$ cat src/rtl/can_phy_pkg.sv
// Constants for the CAN physical layer mode and fault controller.
// Assumes a single core clock of 25 MHz and a synchronous active-high reset.
package can_phy_pkg;

	// ****************************************************************
	// Register map
	// ****************************************************************
	localparam logic [3:0] ADDR_STATUS   = 4'h0;
	localparam logic [3:0] ADDR_MASK     = 4'h1;
	localparam logic [3:0] ADDR_MODE     = 4'h2;
	localparam logic [3:0] ADDR_CONTROL  = 4'h3;

	// ****************************************************************
	// Fault flag layout
	// ****************************************************************
	localparam int FLAG_W         = 5;
	localparam int FLAG_LOW_CANL  = 0;
	localparam int FLAG_LOW_CANH  = 1;
	localparam int FLAG_HIGH_VOLT = 2;
	localparam int FLAG_OVER_CUR  = 3;
	localparam int FLAG_TX_TMO    = 4;

	localparam logic [4:0] FLAG_RESET = 5'h00;
	localparam logic [4:0] MASK_RESET = 5'h00;

	// Control register bits
	localparam int CTRL_SHUTDOWN = 0;
	localparam int CTRL_STANDBY  = 1;

	typedef enum logic [2:0] {
		MODE_SHUTDOWN = 3'b000,
		MODE_NORMAL   = 3'b001,
		MODE_PSEUDO   = 3'b011,
		MODE_LISTEN   = 3'b010,
		MODE_STANDBY  = 3'b110
	} phy_mode_t;

	localparam phy_mode_t MODE_RESET = MODE_SHUTDOWN;

	// ****************************************************************
	// Timing
	// ****************************************************************
	localparam int CLK_PERIOD_NS  = 40;
	// Transmit-dominant timeout, least time before the monitor trips
	localparam int TX_TMO_US      = 500;
	localparam int TX_TMO_CYCLES  = (TX_TMO_US * 1000 + CLK_PERIOD_NS - 1) / CLK_PERIOD_NS;

endpackage

$ cat src/rtl/can_phy_mode_control.sv
// Mode and fault control of an on-chip CAN physical layer.
// Assumes the analog comparators deliver asynchronous fault levels and the
// receiver comparator delivers an asynchronous dominant level.
//
// Implementation choices: the address map and the address-and-strobe port.
`timescale 1ns/1ps
`default_nettype none

// Behaviour
// - Transmit input high recessive, low dominant
// - Receive output high recessive, low dominant
// - Normal mode enables all five fault monitors
// - High voltage, overcurrent, timeout enter listen-only
// - CANL low voltage sets flag, pseudo-normal
// - CANH low voltage keeps normal mode
// - Pseudo-normal disables only CANL driver
// - Pseudo-normal returns to normal when cleared
// - Listen-only forces transmitter fully off
// - Voltage-caused listen-only recovers automatically
// - Timeout flag clear ignored while dominant
// - Shutdown not re-entered until reset
module can_phy_mode_control
	import can_phy_pkg::*;
#(
	parameter int TX_TMO_LIMIT = can_phy_pkg::TX_TMO_CYCLES
) (
	input  wire logic                        core_clk,
	input  wire logic                        rst,
	input  wire logic [3:0]                  reg_addr,
	input  wire logic [7:0]                  reg_wdata,
	input  wire logic                        reg_wr,
	input  wire logic                        reg_rd,
	output logic      [7:0]                  reg_rdata,
	output logic                             irq,
	input  wire logic                        phy_tx_input,
	output logic                             phy_rx_output,
	input  wire logic                        bus_dominant_async,
	input  wire logic                        canl_low_async,
	input  wire logic                        canh_low_async,
	input  wire logic                        high_volt_async,
	input  wire logic                        over_cur_async,
	output logic                             canh_drive,
	output logic                             canl_drive,
	output logic                             monitors_en,
	output can_phy_pkg::phy_mode_t           mode
);
	import can_phy_pkg::*;

	// ****************************************************************
	// Input synchronisers
	// ****************************************************************
	logic [4:0] sync1_reg;
	logic [4:0] sync2_reg;
	logic       bus_dom;
	logic       canl_low;
	logic       canh_low;
	logic       high_volt;
	logic       over_cur;

	always_ff @(posedge core_clk) begin
		if (rst) begin
			sync1_reg <= 5'h00;
			sync2_reg <= 5'h00;
		end else begin
			sync1_reg <= {over_cur_async, high_volt_async, canh_low_async,
			              canl_low_async, bus_dominant_async};
			sync2_reg <= sync1_reg;
		end
	end

	assign bus_dom   = sync2_reg[0];
	assign canl_low  = sync2_reg[1];
	assign canh_low  = sync2_reg[2];
	assign high_volt = sync2_reg[3];
	assign over_cur  = sync2_reg[4];

	// ****************************************************************
	// Receive path
	// ****************************************************************
	always_ff @(posedge core_clk) begin
		if (rst)
			phy_rx_output <= 1'b1;
		else
			phy_rx_output <= ~bus_dom;
	end

	// ****************************************************************
	// Transmit-dominant timeout counter
	// ****************************************************************
	logic [31:0] tmo_cnt_reg;
	logic        tx_tmo_event;
	phy_mode_t   mode_reg;
	logic        active_mode;

	assign active_mode = (mode_reg == MODE_NORMAL) || (mode_reg == MODE_PSEUDO)
	                     || (mode_reg == MODE_LISTEN);
	assign monitors_en = active_mode;

	// Counting stops at the limit so the event fires once per dominant stretch
	always_ff @(posedge core_clk) begin
		if (rst || phy_tx_input || !monitors_en)
			tmo_cnt_reg <= 32'h0;
		else if (tmo_cnt_reg < 32'(TX_TMO_LIMIT))
			tmo_cnt_reg <= tmo_cnt_reg + 32'h1;
	end

	assign tx_tmo_event = monitors_en && (tmo_cnt_reg == 32'(TX_TMO_LIMIT) - 32'h1)
	                      && !phy_tx_input;

	// ****************************************************************
	// Fault flags and interrupt
	// ****************************************************************
	logic [FLAG_W-1:0] flag_reg;
	logic [FLAG_W-1:0] mask_reg;
	logic [FLAG_W-1:0] flag_set;
	logic [FLAG_W-1:0] flag_clr;
	logic              low_line_undervoltage_flag;

	always_comb begin
		flag_set                 = '0;
		flag_set[FLAG_LOW_CANL]  = monitors_en && canl_low;
		flag_set[FLAG_LOW_CANH]  = monitors_en && canh_low;
		flag_set[FLAG_HIGH_VOLT] = monitors_en && high_volt;
		flag_set[FLAG_OVER_CUR]  = monitors_en && over_cur;
		flag_set[FLAG_TX_TMO]    = tx_tmo_event;
		flag_clr = (reg_wr && reg_addr == ADDR_STATUS) ? reg_wdata[FLAG_W-1:0] : '0;
		// Clearing the timeout flag is refused while the input is dominant
		if (!phy_tx_input)
			flag_clr[FLAG_TX_TMO] = 1'b0;
	end

	// Set wins over a simultaneous clear
	always_ff @(posedge core_clk) begin
		if (rst)
			flag_reg <= FLAG_RESET;
		else
			flag_reg <= (flag_reg & ~flag_clr) | flag_set;
	end

	always_ff @(posedge core_clk) begin
		if (rst)
			mask_reg <= MASK_RESET;
		else if (reg_wr && reg_addr == ADDR_MASK)
			mask_reg <= reg_wdata[FLAG_W-1:0];
	end

	assign irq = |(flag_reg & mask_reg);
	assign low_line_undervoltage_flag = flag_reg[FLAG_LOW_CANL];

	// ****************************************************************
	// Mode state machine
	// ****************************************************************
	logic      shutdown_left_reg;
	phy_mode_t mode_next;
	logic      ctrl_shutdown_req;
	logic      ctrl_standby_req;
	logic      ctrl_wake_req;
	logic      listen_hold;

	assign ctrl_shutdown_req = reg_wr && reg_addr == ADDR_CONTROL && reg_wdata[CTRL_SHUTDOWN];
	assign ctrl_standby_req  = reg_wr && reg_addr == ADDR_CONTROL && reg_wdata[CTRL_STANDBY];
	assign ctrl_wake_req     = reg_wr && reg_addr == ADDR_CONTROL
	                           && !reg_wdata[CTRL_SHUTDOWN] && !reg_wdata[CTRL_STANDBY];

	// Listen-only persists while a high-voltage fault is live, or until software
	// clears the overcurrent and timeout flags.
	assign listen_hold = high_volt || flag_reg[FLAG_OVER_CUR]
	                     || flag_reg[FLAG_TX_TMO];

	always_comb begin
		mode_next = mode_reg;
		unique case (mode_reg)
			MODE_SHUTDOWN: begin
				if (ctrl_wake_req)
					mode_next = MODE_NORMAL;
				else if (ctrl_standby_req)
					mode_next = MODE_STANDBY;
			end
			MODE_STANDBY: begin
				if (ctrl_shutdown_req && !shutdown_left_reg)
					mode_next = MODE_SHUTDOWN;
				else if (ctrl_wake_req)
					mode_next = MODE_NORMAL;
			end
			MODE_NORMAL, MODE_PSEUDO, MODE_LISTEN: begin
				if (ctrl_shutdown_req && !shutdown_left_reg)
					mode_next = MODE_SHUTDOWN;
				else if (ctrl_standby_req)
					mode_next = MODE_STANDBY;
				else if (high_volt || over_cur || tx_tmo_event
				         || (mode_reg == MODE_LISTEN && listen_hold))
					mode_next = MODE_LISTEN;
				else if (canl_low)
					mode_next = MODE_PSEUDO;
				else
					mode_next = MODE_NORMAL;
			end
			default: mode_next = MODE_SHUTDOWN;
		endcase
	end

	always_ff @(posedge core_clk) begin
		if (rst)
			mode_reg <= MODE_RESET;
		else
			mode_reg <= mode_next;
	end

	always_ff @(posedge core_clk) begin
		if (rst)
			shutdown_left_reg <= 1'b0;
		else if (mode_reg == MODE_SHUTDOWN && mode_next != MODE_SHUTDOWN)
			shutdown_left_reg <= 1'b1;
	end

	assign mode = mode_reg;

	// ****************************************************************
	// Driver control
	// ****************************************************************
	logic tx_dom;

	assign tx_dom = !phy_tx_input;
	always_comb begin
		canh_drive = 1'b0;
		canl_drive = 1'b0;
		unique case (mode_reg)
			MODE_NORMAL: begin
				canh_drive = tx_dom;
				canl_drive = tx_dom;
			end
			MODE_PSEUDO:
				canh_drive = tx_dom;
			MODE_LISTEN, MODE_SHUTDOWN, MODE_STANDBY: begin
				canh_drive = 1'b0;
				canl_drive = 1'b0;
			end
			default: begin
				canh_drive = 1'b0;
				canl_drive = 1'b0;
			end
		endcase
	end

	// ****************************************************************
	// Register read port
	// ****************************************************************
	always_ff @(posedge core_clk) begin
		if (rst)
			reg_rdata <= 8'h00;
		else if (reg_rd) begin
			unique case (reg_addr)
				ADDR_STATUS:  reg_rdata <= {3'h0, flag_reg};
				ADDR_MASK:    reg_rdata <= {3'h0, mask_reg};
				ADDR_MODE:    reg_rdata <= {4'h0, shutdown_left_reg, mode_reg};
				default:      reg_rdata <= 8'h00;
			endcase
		end else
			reg_rdata <= 8'h00;
	end
endmodule // can_phy_mode_control

`default_nettype wire

$ cat config.mk
export PLATFORM = sky130hd
export DESIGN_NAME = can_phy_mode_control
export DESIGN_NICKNAME = d
export VERILOG_FILES = /design/src/rtl/can_phy_pkg.sv /design/src/rtl/can_phy_mode_control.sv
export SDC_FILE = /design/constraint.sdc
export NUM_CORES = 1
export LEC_CHECK = 0
export BUFFER_PORTS_ARGS = -buffer_cell sky130_fd_sc_hd__buf_2
export CORE_ASPECT_RATIO = 0.6
export CORE_UTILIZATION = 50
export DETAILED_ROUTE_END_ITERATION = 8
export GPL_TIMING_DRIVEN = 1
export PLACE_DENSITY = 0.85
export SYNTH_ARGS = -nofsm -noshare
export SYNTH_HDL_FRONTEND = slang
export SYNTH_SLANG_ARGS = --single-unit
$ cat constraint.sdc
create_clock -name core_clk -period 1.8 [get_ports core_clk]
set_clock_uncertainty 0.2 [all_clocks]
set_input_delay 0.09 -clock core_clk [delete_from_list [all_inputs] [get_ports core_clk]]
set_output_delay 0.09 -clock core_clk [all_outputs]
set_load 0.005 [all_outputs]
==> results of run 1 <==
## power groups by stage
stage	registers, W	logic [W]	clock network [W]
2_1_floorplan	0.00142	0.0000584	0
3_3_place_gp	0.00142	0.0000946	0
3_5_place_dp	0.00142	0.0000962	0
4_1_cts	0.00139	0.000122	0.00126
5_1_grt	0.00139	0.000147	0.00134
6_report	0.00139	0.000139	0.00126
## stage by stage
step / TNS, ps / std cells / hold slack [ps] / power (W)
after floorplan: -17.4 / 277 / 18.2 / 0.00148
after detailed placement: -509 / 388 / 107 / 0.00152
after global placement: -162 / 388 / 98.1 / 0.00152
final: -1970 / 437 / 57.1 / 0.00279
after global routing: -2790 / 437 / 53.1 / 0.00288
after CTS: -444 / 427 / 21.3 / 0.00277
## area by class of cell
class                           count  area (sq um)
Clock inverter                      7          80.1
Tap cell                           63          78.8
Fill cell                         275          1100
Multi-Input combinational cell    201          1470
Clock buffer                        9           124
Timing Repair Buffer               92           677
Inverter                            3          11.3
Sequential cell                    62          1260
## what timing repair did
action	in CTS	in global routing
buffers inserted	4	10
resized for setup	14	28
setup endpoints to repair	14	21
pin swaps	7	12
hold buffers	18	0
cloned	1	0
endpoints found under the hold margin	24	0
## worst paths after layout
| check | cells after the start | startpoint | endpoint | slack (ps) |
|---|---|---|---|---|
| min reg2reg | 1 | sync2_reg[0] | phy_rx_output | 190 |
| max reg2reg | 7 | tmo_cnt_reg[30] | tmo_cnt_reg[1] | -160 |
| min | 4 | reg_addr[0] | mask_reg[1] | 60 |
| max | 7 | tmo_cnt_reg[30] | tmo_cnt_reg[1] | -160 |
## tightest hold or removal path: cells and delay by family
kind / cells / cell delay, ps
compound gates: 1 / 60
buf+inv: 2 / 290
simple gates: 1 / 110
## cells by family after synthesis
group	after synthesis
fa+ha+maj	1
flops	62
mux	8
other cells	1
xor+xnor	8
compound gates	37
simple gates	143
buf+inv	15
## synth_stat cells (all sizes together), types with 2 or more instances
| cell type | n | share of area |
|---|---|---|
| a21oi | 16 | 0.031 |
| a22oi | 6 | 0.017 |
| a31o | 2 | 0.0067 |
| a31oi | 2 | 0.011 |
| and2 | 19 | 0.046 |
| and3 | 2 | 0.0048 |
| buf | 5 | 0.012 |
| clkbuf | 7 | 0.018 |
| dfxtp | 62 | 0.47 |
| inv | 3 | 0.0043 |
| mux2i | 8 | 0.031 |
| nand2 | 21 | 0.031 |
| nand2b | 3 | 0.0072 |
| nand3 | 18 | 0.039 |
| nand4 | 3 | 0.0072 |
| nor2 | 35 | 0.050 |
| nor2b | 11 | 0.026 |
| nor3 | 6 | 0.016 |
| nor4 | 12 | 0.050 |
| nor4b | 3 | 0.012 |
| o21ai | 2 | 0.0038 |
| or3b | 2 | 0.0067 |
| xnor2 | 8 | 0.027 |
## metal layers
layer,global-route usage,vias to the layer above,part of all wire
met2,0.403,244,0.40
met4,0.169,0,0.083
met5,0,-,0
met1,0.364,1191,0.39
met3,0.142,87,0.13
li1,-,1156,-
==> reports/results.ini, run 1 <==
[layout]
drive_above_1_share = 0.372
finalInstanceArea_sq_um = 3700
largest_reg_flops = 32
fin_util = 0.770
areaGrowthSynthToFinish_pct = 41.5
antennaDiodeCount = 0
nets = 392
final_cell_mix = 49 x dfxtp_1, 38 x buf_4, 33 x nor2_1
layout_commonest_cell = dfxtp_1

[routing]
wirelength_um = 8860
drc = 0
antenna_left = 0
vias = 2678
avgRoutedWirePerCell_um = 20.3
drtIter0Drc = 481
viasPerCell = 6.13
drt_pass1_iterations = 7

[floorplan]
die-area_sq_um = 5530
fp.coreArea_sq_um = 4800
die_y_um = 58.0
pin_count = 38
rows = 19
die_width_um = 95.3
start_util = 0.544

[power_and_ir_drop]
swShare = 0.247
power_density_nw_per_um2 = 755
power_switching_w = 0.000689
cell_internal_pwr_w = 0.00210
leakage_nw = 1.51
power_frac_seq = 0.499
comb_power_share = 0.050
ir_drop_mv = 0.697
clkPwrFrac = 0.452

[grt]
grt_max_degree = 25
grt_first_pass_wirelength_um = 11600
grt_usage = 0.290
antenna_found_initial = 0
grt_overflow = 0
grt_pass1_vias = 2296

[setup_path]
critPathKind = register to register
critPathLaunchType = register
crit_arrival_ps = 1990
crit_path_end_kind = register
worst_path_largest_cell_delay_ps = 340
cp_max_fo = 5
cp_num_buf_inv = 2
required_ps = 1830
path_cells = nor4_4 -> buf_4 -> nand3_4 -> nor3_4 -> buf_6 -> mux2i_1 -> nor2_1
crit_family = simple AND/OR/NAND/NOR gates
cp_slowest_cell = dfxtp_2

[logic_synthesis]
synth_area_sq_um = 2610
synthMuxAreaShare = 0.0306
synth_area_per_cell_sq_um = 9.50
ys_warn_count = 0
synth_cell_types = 53
synth_compound_area_frac = 0.104
synth_seq_cells = 62
async_flop_share = 0
syn_inst = 275
ys_seq_area_frac = 0.475
synth_xor_area_frac = 0.0268
synth_edf_count = 0
synth_top_family_by_area = simple AND/OR/NAND/NOR gates
synthAdderAreaFrac = 0.00479
synthSimpleGateAreaFrac = 0.324
ys.flop_type = dfxtp_1

[timing]
finalSetupViolations = 20
final-max-slew-violation-count = 0
setup_ws_ps = -162
rsz0062_at_grt = yes
hold_viol_final = 0
fmax_mhz = 510
fin_crit_ps = 1960
finalCritPeriodShare = 1.09

[cts]
cts_tree = done
cts-root-buf = clkbuf_8
numCtsBuffers = 9
cts_num_sinks = 62
clk_latency_ps = 350
h-tree-depth = 3
clock_tree.buffer_depth = 2
clkTransAtPathRegs_ps = 80

[placed_design]
io_buffers = 31
place_area_sq_um = 3010
place_congestion = 0.907
dp_hpwl_um = 4130
post-place-ws_ps = -97.6

[run_status]
violations = negative setup slack
status = finished, violations left

[min_path]
hold_class = input pin to register

[run]
cap_viol_max_count = 0

(Power assumes the default switching activity.)
==> run 2, diff against run 1 <==
==> constraint.sdc (replaced) <==
create_clock -name core_clk -period 1.8 [get_ports core_clk]
set_clock_uncertainty 0.2 [all_clocks]
set_input_delay 0.27 -clock core_clk [delete_from_list [all_inputs] [get_ports core_clk]]
set_output_delay 0.27 -clock core_clk [all_outputs]
set_load 0.005 [all_outputs]
==> reports/results.ini, run 2 (synthesis gave the netlist of run 1 again) <==
[run_status]
status = finished, violations left
violations = negative setup slack

[setup_path]
cp_max_fo = 3
cp_num_buf_inv = 0
worst_path_largest_cell_delay_ps = 430
worstReg2RegEnd = mode[1]
r2r-start = tmo_cnt_reg[1]
reg2reg_slack_ps = -170
critPathCapture = mode[1]
required_ps = 1860
critPathLaunchType = register
crit_path_end_kind = register
crit_family = simple AND/OR/NAND/NOR gates
cp_slowest_cell = or4_4
critPathLaunch = tmo_cnt_reg[1]
crit_cells = 6
path_cells = ha_4 -> or2b_4 -> or4_4 -> nor4_4 -> o31ai_2 -> a21oi_1
critPathKind = register to register
worstRegToRegCells = 6
crit_arrival_ps = 2040

[routing]
vias = 2388
avgRoutedWirePerCell_um = 16.1
drt_pass1_iterations = 5
viasPerCell = 5.63
drc = 0
drtIter0Drc = 220
antenna_left = 0
wirelength_um = 6810

[timing]
fin_hold_ws_ps = 19.6
rsz0062_at_grt = yes
setup_ws_ps = -175
final-max-slew-violation-count = 0
fmax_mhz = 506
hold_viol_final = 0
fin_crit_ps = 1970
finalCritPeriodShare = 1.10
finalSetupViolations = 16

[cts]
cts_num_sinks = 62
clock_tree.buffer_depth = 2
clk_latency_ps = 340
numCtsBuffers = 9
cts-root-buf = clkbuf_8
clkTransAtPathRegs_ps = 70
cts_tree = done
h-tree-depth = 3

[layout]
layout_commonest_cell = dfxtp_1
nets = 379
multiInputGateArea_sq_um = 1460
largest_reg_flops = 32
antennaDiodeCount = 0
drive_above_1_share = 0.368
areaGrowthSynthToFinish_pct = 38.5
nFillCells = 305
regArea_sq_um = 1250
final_cell_mix = 53 x dfxtp_1, 34 x nor2_1, 34 x buf_4

[placed_design]
place_congestion = 0.954
dp_hpwl_um = 4440
io_buffers = 31

[floorplan]
pin_count = 38
die-area_sq_um = 5530
fp.coreArea_sq_um = 4800
die_width_um = 95.3
rows = 19
start_util = 0.544
die_y_um = 58.0

[run]
cap_viol_max_count = 0

[grt]
antenna_found_initial = 0
grt_pass1_vias = 1999
grt_overflow = 0
grt_first_pass_wirelength_um = 10000
grt_max_degree = 25
grt_usage = 0.249

[min_path]
worstHoldStart = reg_wdata[4]
hold_class = input pin to register

[power_and_ir_drop]
ir_drop_mv = 0.605
leakage_nw = 1.46
power_density_nw_per_um2 = 791
power_w = 0.00286

run 2: per-layer routing:
metal / vias up / global-route usage / wire length [um]
met5: - / 0 / 0
li1: 1123 / - / -
met1: 1108 / 0.362 / 3010
met4: 0 / 0.0433 / 99
met3: 23 / 0.110 / 646
met2: 134 / 0.340 / 3060
run 2: cell type report:
cell class | count | share of cell area
well taps | 63 | 0.0218
clock buffers | 10 | 0.0353
inverters | 3 | 0.00311
flip-flops and latches | 62 | 0.347
multi-input cells | 200 | 0.402
repair buffers | 80 | 0.165
clock inverters | 6 | 0.0263
run 2: worst min-delay path by stage:
stage / end / depth (start not counted)
after floorplan: phy_rx_output / 1
after global placement: phy_rx_output / 1
after detailed placement: phy_rx_output / 1
after CTS: mask_reg[4] / 3
after global routing: mask_reg[4] / 3
final: mask_reg[4] / 3
run 2: worst register-to-register path, stage by stage (launching register included):
cell,delay [ps]
dfxtp_2,360
ha_4,150
or2b_4,260
or4_4,430
nor4_4,200
o31ai_2,120
a21oi_1,180
run 2: stage by stage:
stage	cells	instance area, sq um	utilization	worst slack, ps	setup TNS (ps)
5_1_grt	424	3620	0.754	-236	-2540
3_3_place_gp	392	3080	0.641	-116	-569
2_1_floorplan	277	2640	-	-17.4	-17.4
6_report	424	3620	0.754	-175	-1330
3_5_place_dp	392	3080	0.641	-180	-1470
4_1_cts	419	3470	0.723	-111	-1100
run 2: power by group:
part / internal, W / total [W] / switching (W)
clock: 0.000791 / 0.00135 / 0.000562
combinational: 0.0000548 / 0.000117 / 0.0000621
sequential: 0.00138 / 0.00139 / 0.00000777
run 2: repair_timing:
item	CTS	global route
hold buffers	7	0
setup endpoints to repair	17	20
gates resized for setup	11	27
setup buffers	4	5
pin swaps	7	15
endpoints found under the hold margin	7	0
==> run 3, diff against run 2 <==
- ABC_AREA: unset -> 1
- CORE_UTILIZATION: 50 -> 51
- CTS_BUF_LIST: unset -> sky130_fd_sc_hd__clkbuf_16
- PLACE_DENSITY: 0.85 -> 0.86
==> reports/results.ini, run 3 <==
[logic_synthesis]
yosysTopAreaCell = dfxtp_1
yosys.area.top_type_share = 0.470
synth_edf_count = 0
synth_area_per_cell_sq_um = 7.44
synth_seq_cells = 62
ys_warn_count = 0
syn_inst = 355
yosys-top-cells-area = dfxtp_1 47%, nand2_1 9.5%, inv_1 8.0%
yosysMostFrequentCell = nand2_1
ys_seq_area_frac = 0.470
synth_cell_types = 38
synth_commonest_cells = 67 x nand2_1, 62 x dfxtp_1, 56 x inv_1
ys.flop_type = dfxtp_1
async_flop_share = 0
synth_area_sq_um = 2640

[power_and_ir_drop]
leakage_nw = 1.48
power_switching_w = 0.000650
power_frac_seq = 0.446
swShare = 0.208
cell_internal_pwr_w = 0.00248
comb_power_share = 0.037
power_density_nw_per_um2 = 894
ir_drop_mv = 0.595
clkPwrFrac = 0.517

[floorplan]
pin_count = 38
rows = 19
die_y_um = 57.8
die-area_sq_um = 5480
die_width_um = 94.9
start_util = 0.553
fp.coreArea_sq_um = 4780

[timing]
finalSetupViolations = 2
fin_crit_ps = 1810
setup_ws_ps = -8.78
hold_viol_final = 0
rsz0062_at_grt = yes
slew-limit-headroom = 0.628
finalCritPeriodShare = 1.00
worst_pin_slew_ps = 553
final-max-slew-violation-count = 0
fin_hold_ws_ps = 29.6
fmax_mhz = 553

[cts]
clkTransAtPathRegs_ps = 50
cts-root-buf = clkbuf_16
h-tree-depth = 3
cts_tree = done
clock_tree.buffer_depth = 2
cts_num_sinks = 62
clk_latency_ps = 320
numCtsBuffers = 9

[setup_path]
worstRegToRegCells = 8
crit_arrival_ps = 1820
crit_path_end_kind = register
worstReg2RegEnd = tmo_cnt_reg[8]
critPathLaunchType = register
critPathKind = register to register
cp_max_fo = 6
r2r-start = tmo_cnt_reg[16]
required_ps = 1810
reg2reg_slack_ps = -9

[routing]
wirelength_um = 6830
drt_pass1_iterations = 4
drc = 0
viasPerCell = 5.20
avgRoutedWirePerCell_um = 14.0
drtIter0Drc = 229
vias = 2525
antenna_left = 0

[grt]
grt_pass1_vias = 2178
grt_max_degree = 20
grt_usage = 0.244
antenna_found_initial = 0
grt_overflow = 0
grt_first_pass_wirelength_um = 9960

[placed_design]
place_congestion = 0.968
io_buffers = 31
post-place-ws_ps = 9.48
dp_hpwl_um = 4350

[layout]
drive_above_1_share = 0.293
layout_commonest_cell = nand2_1
antennaDiodeCount = 0
final_cell_mix = 60 x nand2_1, 55 x inv_1, 51 x dfxtp_1
fin_util = 0.732
nets = 442
areaGrowthSynthToFinish_pct = 32.4
largest_reg_flops = 32

[run_status]
violations = negative setup slack
status = finished, violations left

[run]
cap_viol_max_count = 0

[min_path]
worstHoldPathCells = 3
hold_class = input pin to register
holdPathEnd = mask_reg[2]
worstHoldStart = reg_wdata[2]

## run 3: changes by cell type after synthesis, moves of 5 or more
cell,previous run,this run
o21ai_1,0,10
nand2_1,20,67
inv_1,3,56
nor2b_1,11,0
nor2_1,35,50
a22oi_1,6,0
mux2i_1,8,0
xnor2_1,8,0
inv_2,0,5
and2_1,18,0
a21oi_1,16,21
## run 3: power by group through the flow
stage | registers (W) | logic, W | clock network, W
2_1_floorplan | 0.00142 | 0.0000581 | 0
3_3_place_gp | 0.00142 | 0.0000966 | 0
3_5_place_dp | 0.00142 | 0.000100 | 0
4_1_cts | 0.00140 | 0.000111 | 0.00164
5_1_grt | 0.00139 | 0.000128 | 0.00170
6_report | 0.00139 | 0.000117 | 0.00162
## run 3: critical path: stages (launching register included)
cell     delay (ps)
dfxtp_1         310
nor2_1          200
nand4_4         140
nor3_4          250
nand2_4         140
nor3_4          190
nand2_2          90
o21ai_2         110
a21oi_1          50
## run 3: cell type report
class / count / area, sq um
timing repair buffer: 62 / 413
sequential: 62 / 1260
multi-input combinational: 221 / 1230
clock buffer: 9 / 225
fill: 348 / 1280
tap: 63 / 78.8
clock inverter: 6 / 53.8
inverter: 63 / 241
## run 3: metrics by stage
step	instance area (sq um)	power [W]	instances	TNS [ps]
2_1_floorplan	2650	0.00148	357	0
3_3_place_gp	2940	0.00152	455	0
3_5_place_dp	2940	0.00152	455	0
4_1_cts	3300	0.00314	477	-11.0
5_1_grt	3500	0.00323	486	-659
6_report	3500	0.00313	486	-9.19
## run 3: cell families after synthesis
kind of cell / Yosys count / share of synthesized area
AOI/OAI and AO/OA: 46 / 0.0980
xor gates and xnor gates: 1 / 0.00331
adders and majority gates: 1 / 0.00473
buffers and inverters: 74 / 0.114
DFF: 62 / 0.470
other: 1 / 0.00142
and+or+nand+nor: 170 / 0.309
## run 3: worst max path at each step
stage	slack (ps)	from	cells past startpoint	to
floorplan	130	tmo_cnt_reg[0]	7	tmo_cnt_reg[10]
global placement	60	tmo_cnt_reg[0]	10	shutdown_left_reg
detailed placement	9	tmo_cnt_reg[6]	10	tmo_cnt_reg[7]
CTS	-10	tmo_cnt_reg[31]	10	tmo_cnt_reg[8]
global route	-120	tmo_cnt_reg[16]	8	tmo_cnt_reg[8]
finish	-9	tmo_cnt_reg[16]	8	tmo_cnt_reg[8]
## run 3: timing repair
| item | in CTS | in global routing |
|---|---|---|
| gates cloned | 0 | 0 |
| hold endpoints to repair | 5 | 0 |
| gates resized for setup | 3 | 41 |
| setup buffers | 2 | 9 |
| setup endpoints to repair | 5 | 16 |
| hold buffers | 5 | 0 |
| pin swaps | 2 | 13 |
## run 3: layer usage
layer | part of all wire | vias to the layer above | wire length (um) | track usage
met5 | 0 | - | 0 | 0
met4 | 0.015 | 0 | 99 | 0.0931
met3 | 0.083 | 14 | 565 | 0.0853
met2 | 0.46 | 126 | 3130 | 0.354
met1 | 0.44 | 1142 | 3030 | 0.334
li1 | - | 1243 | - | -
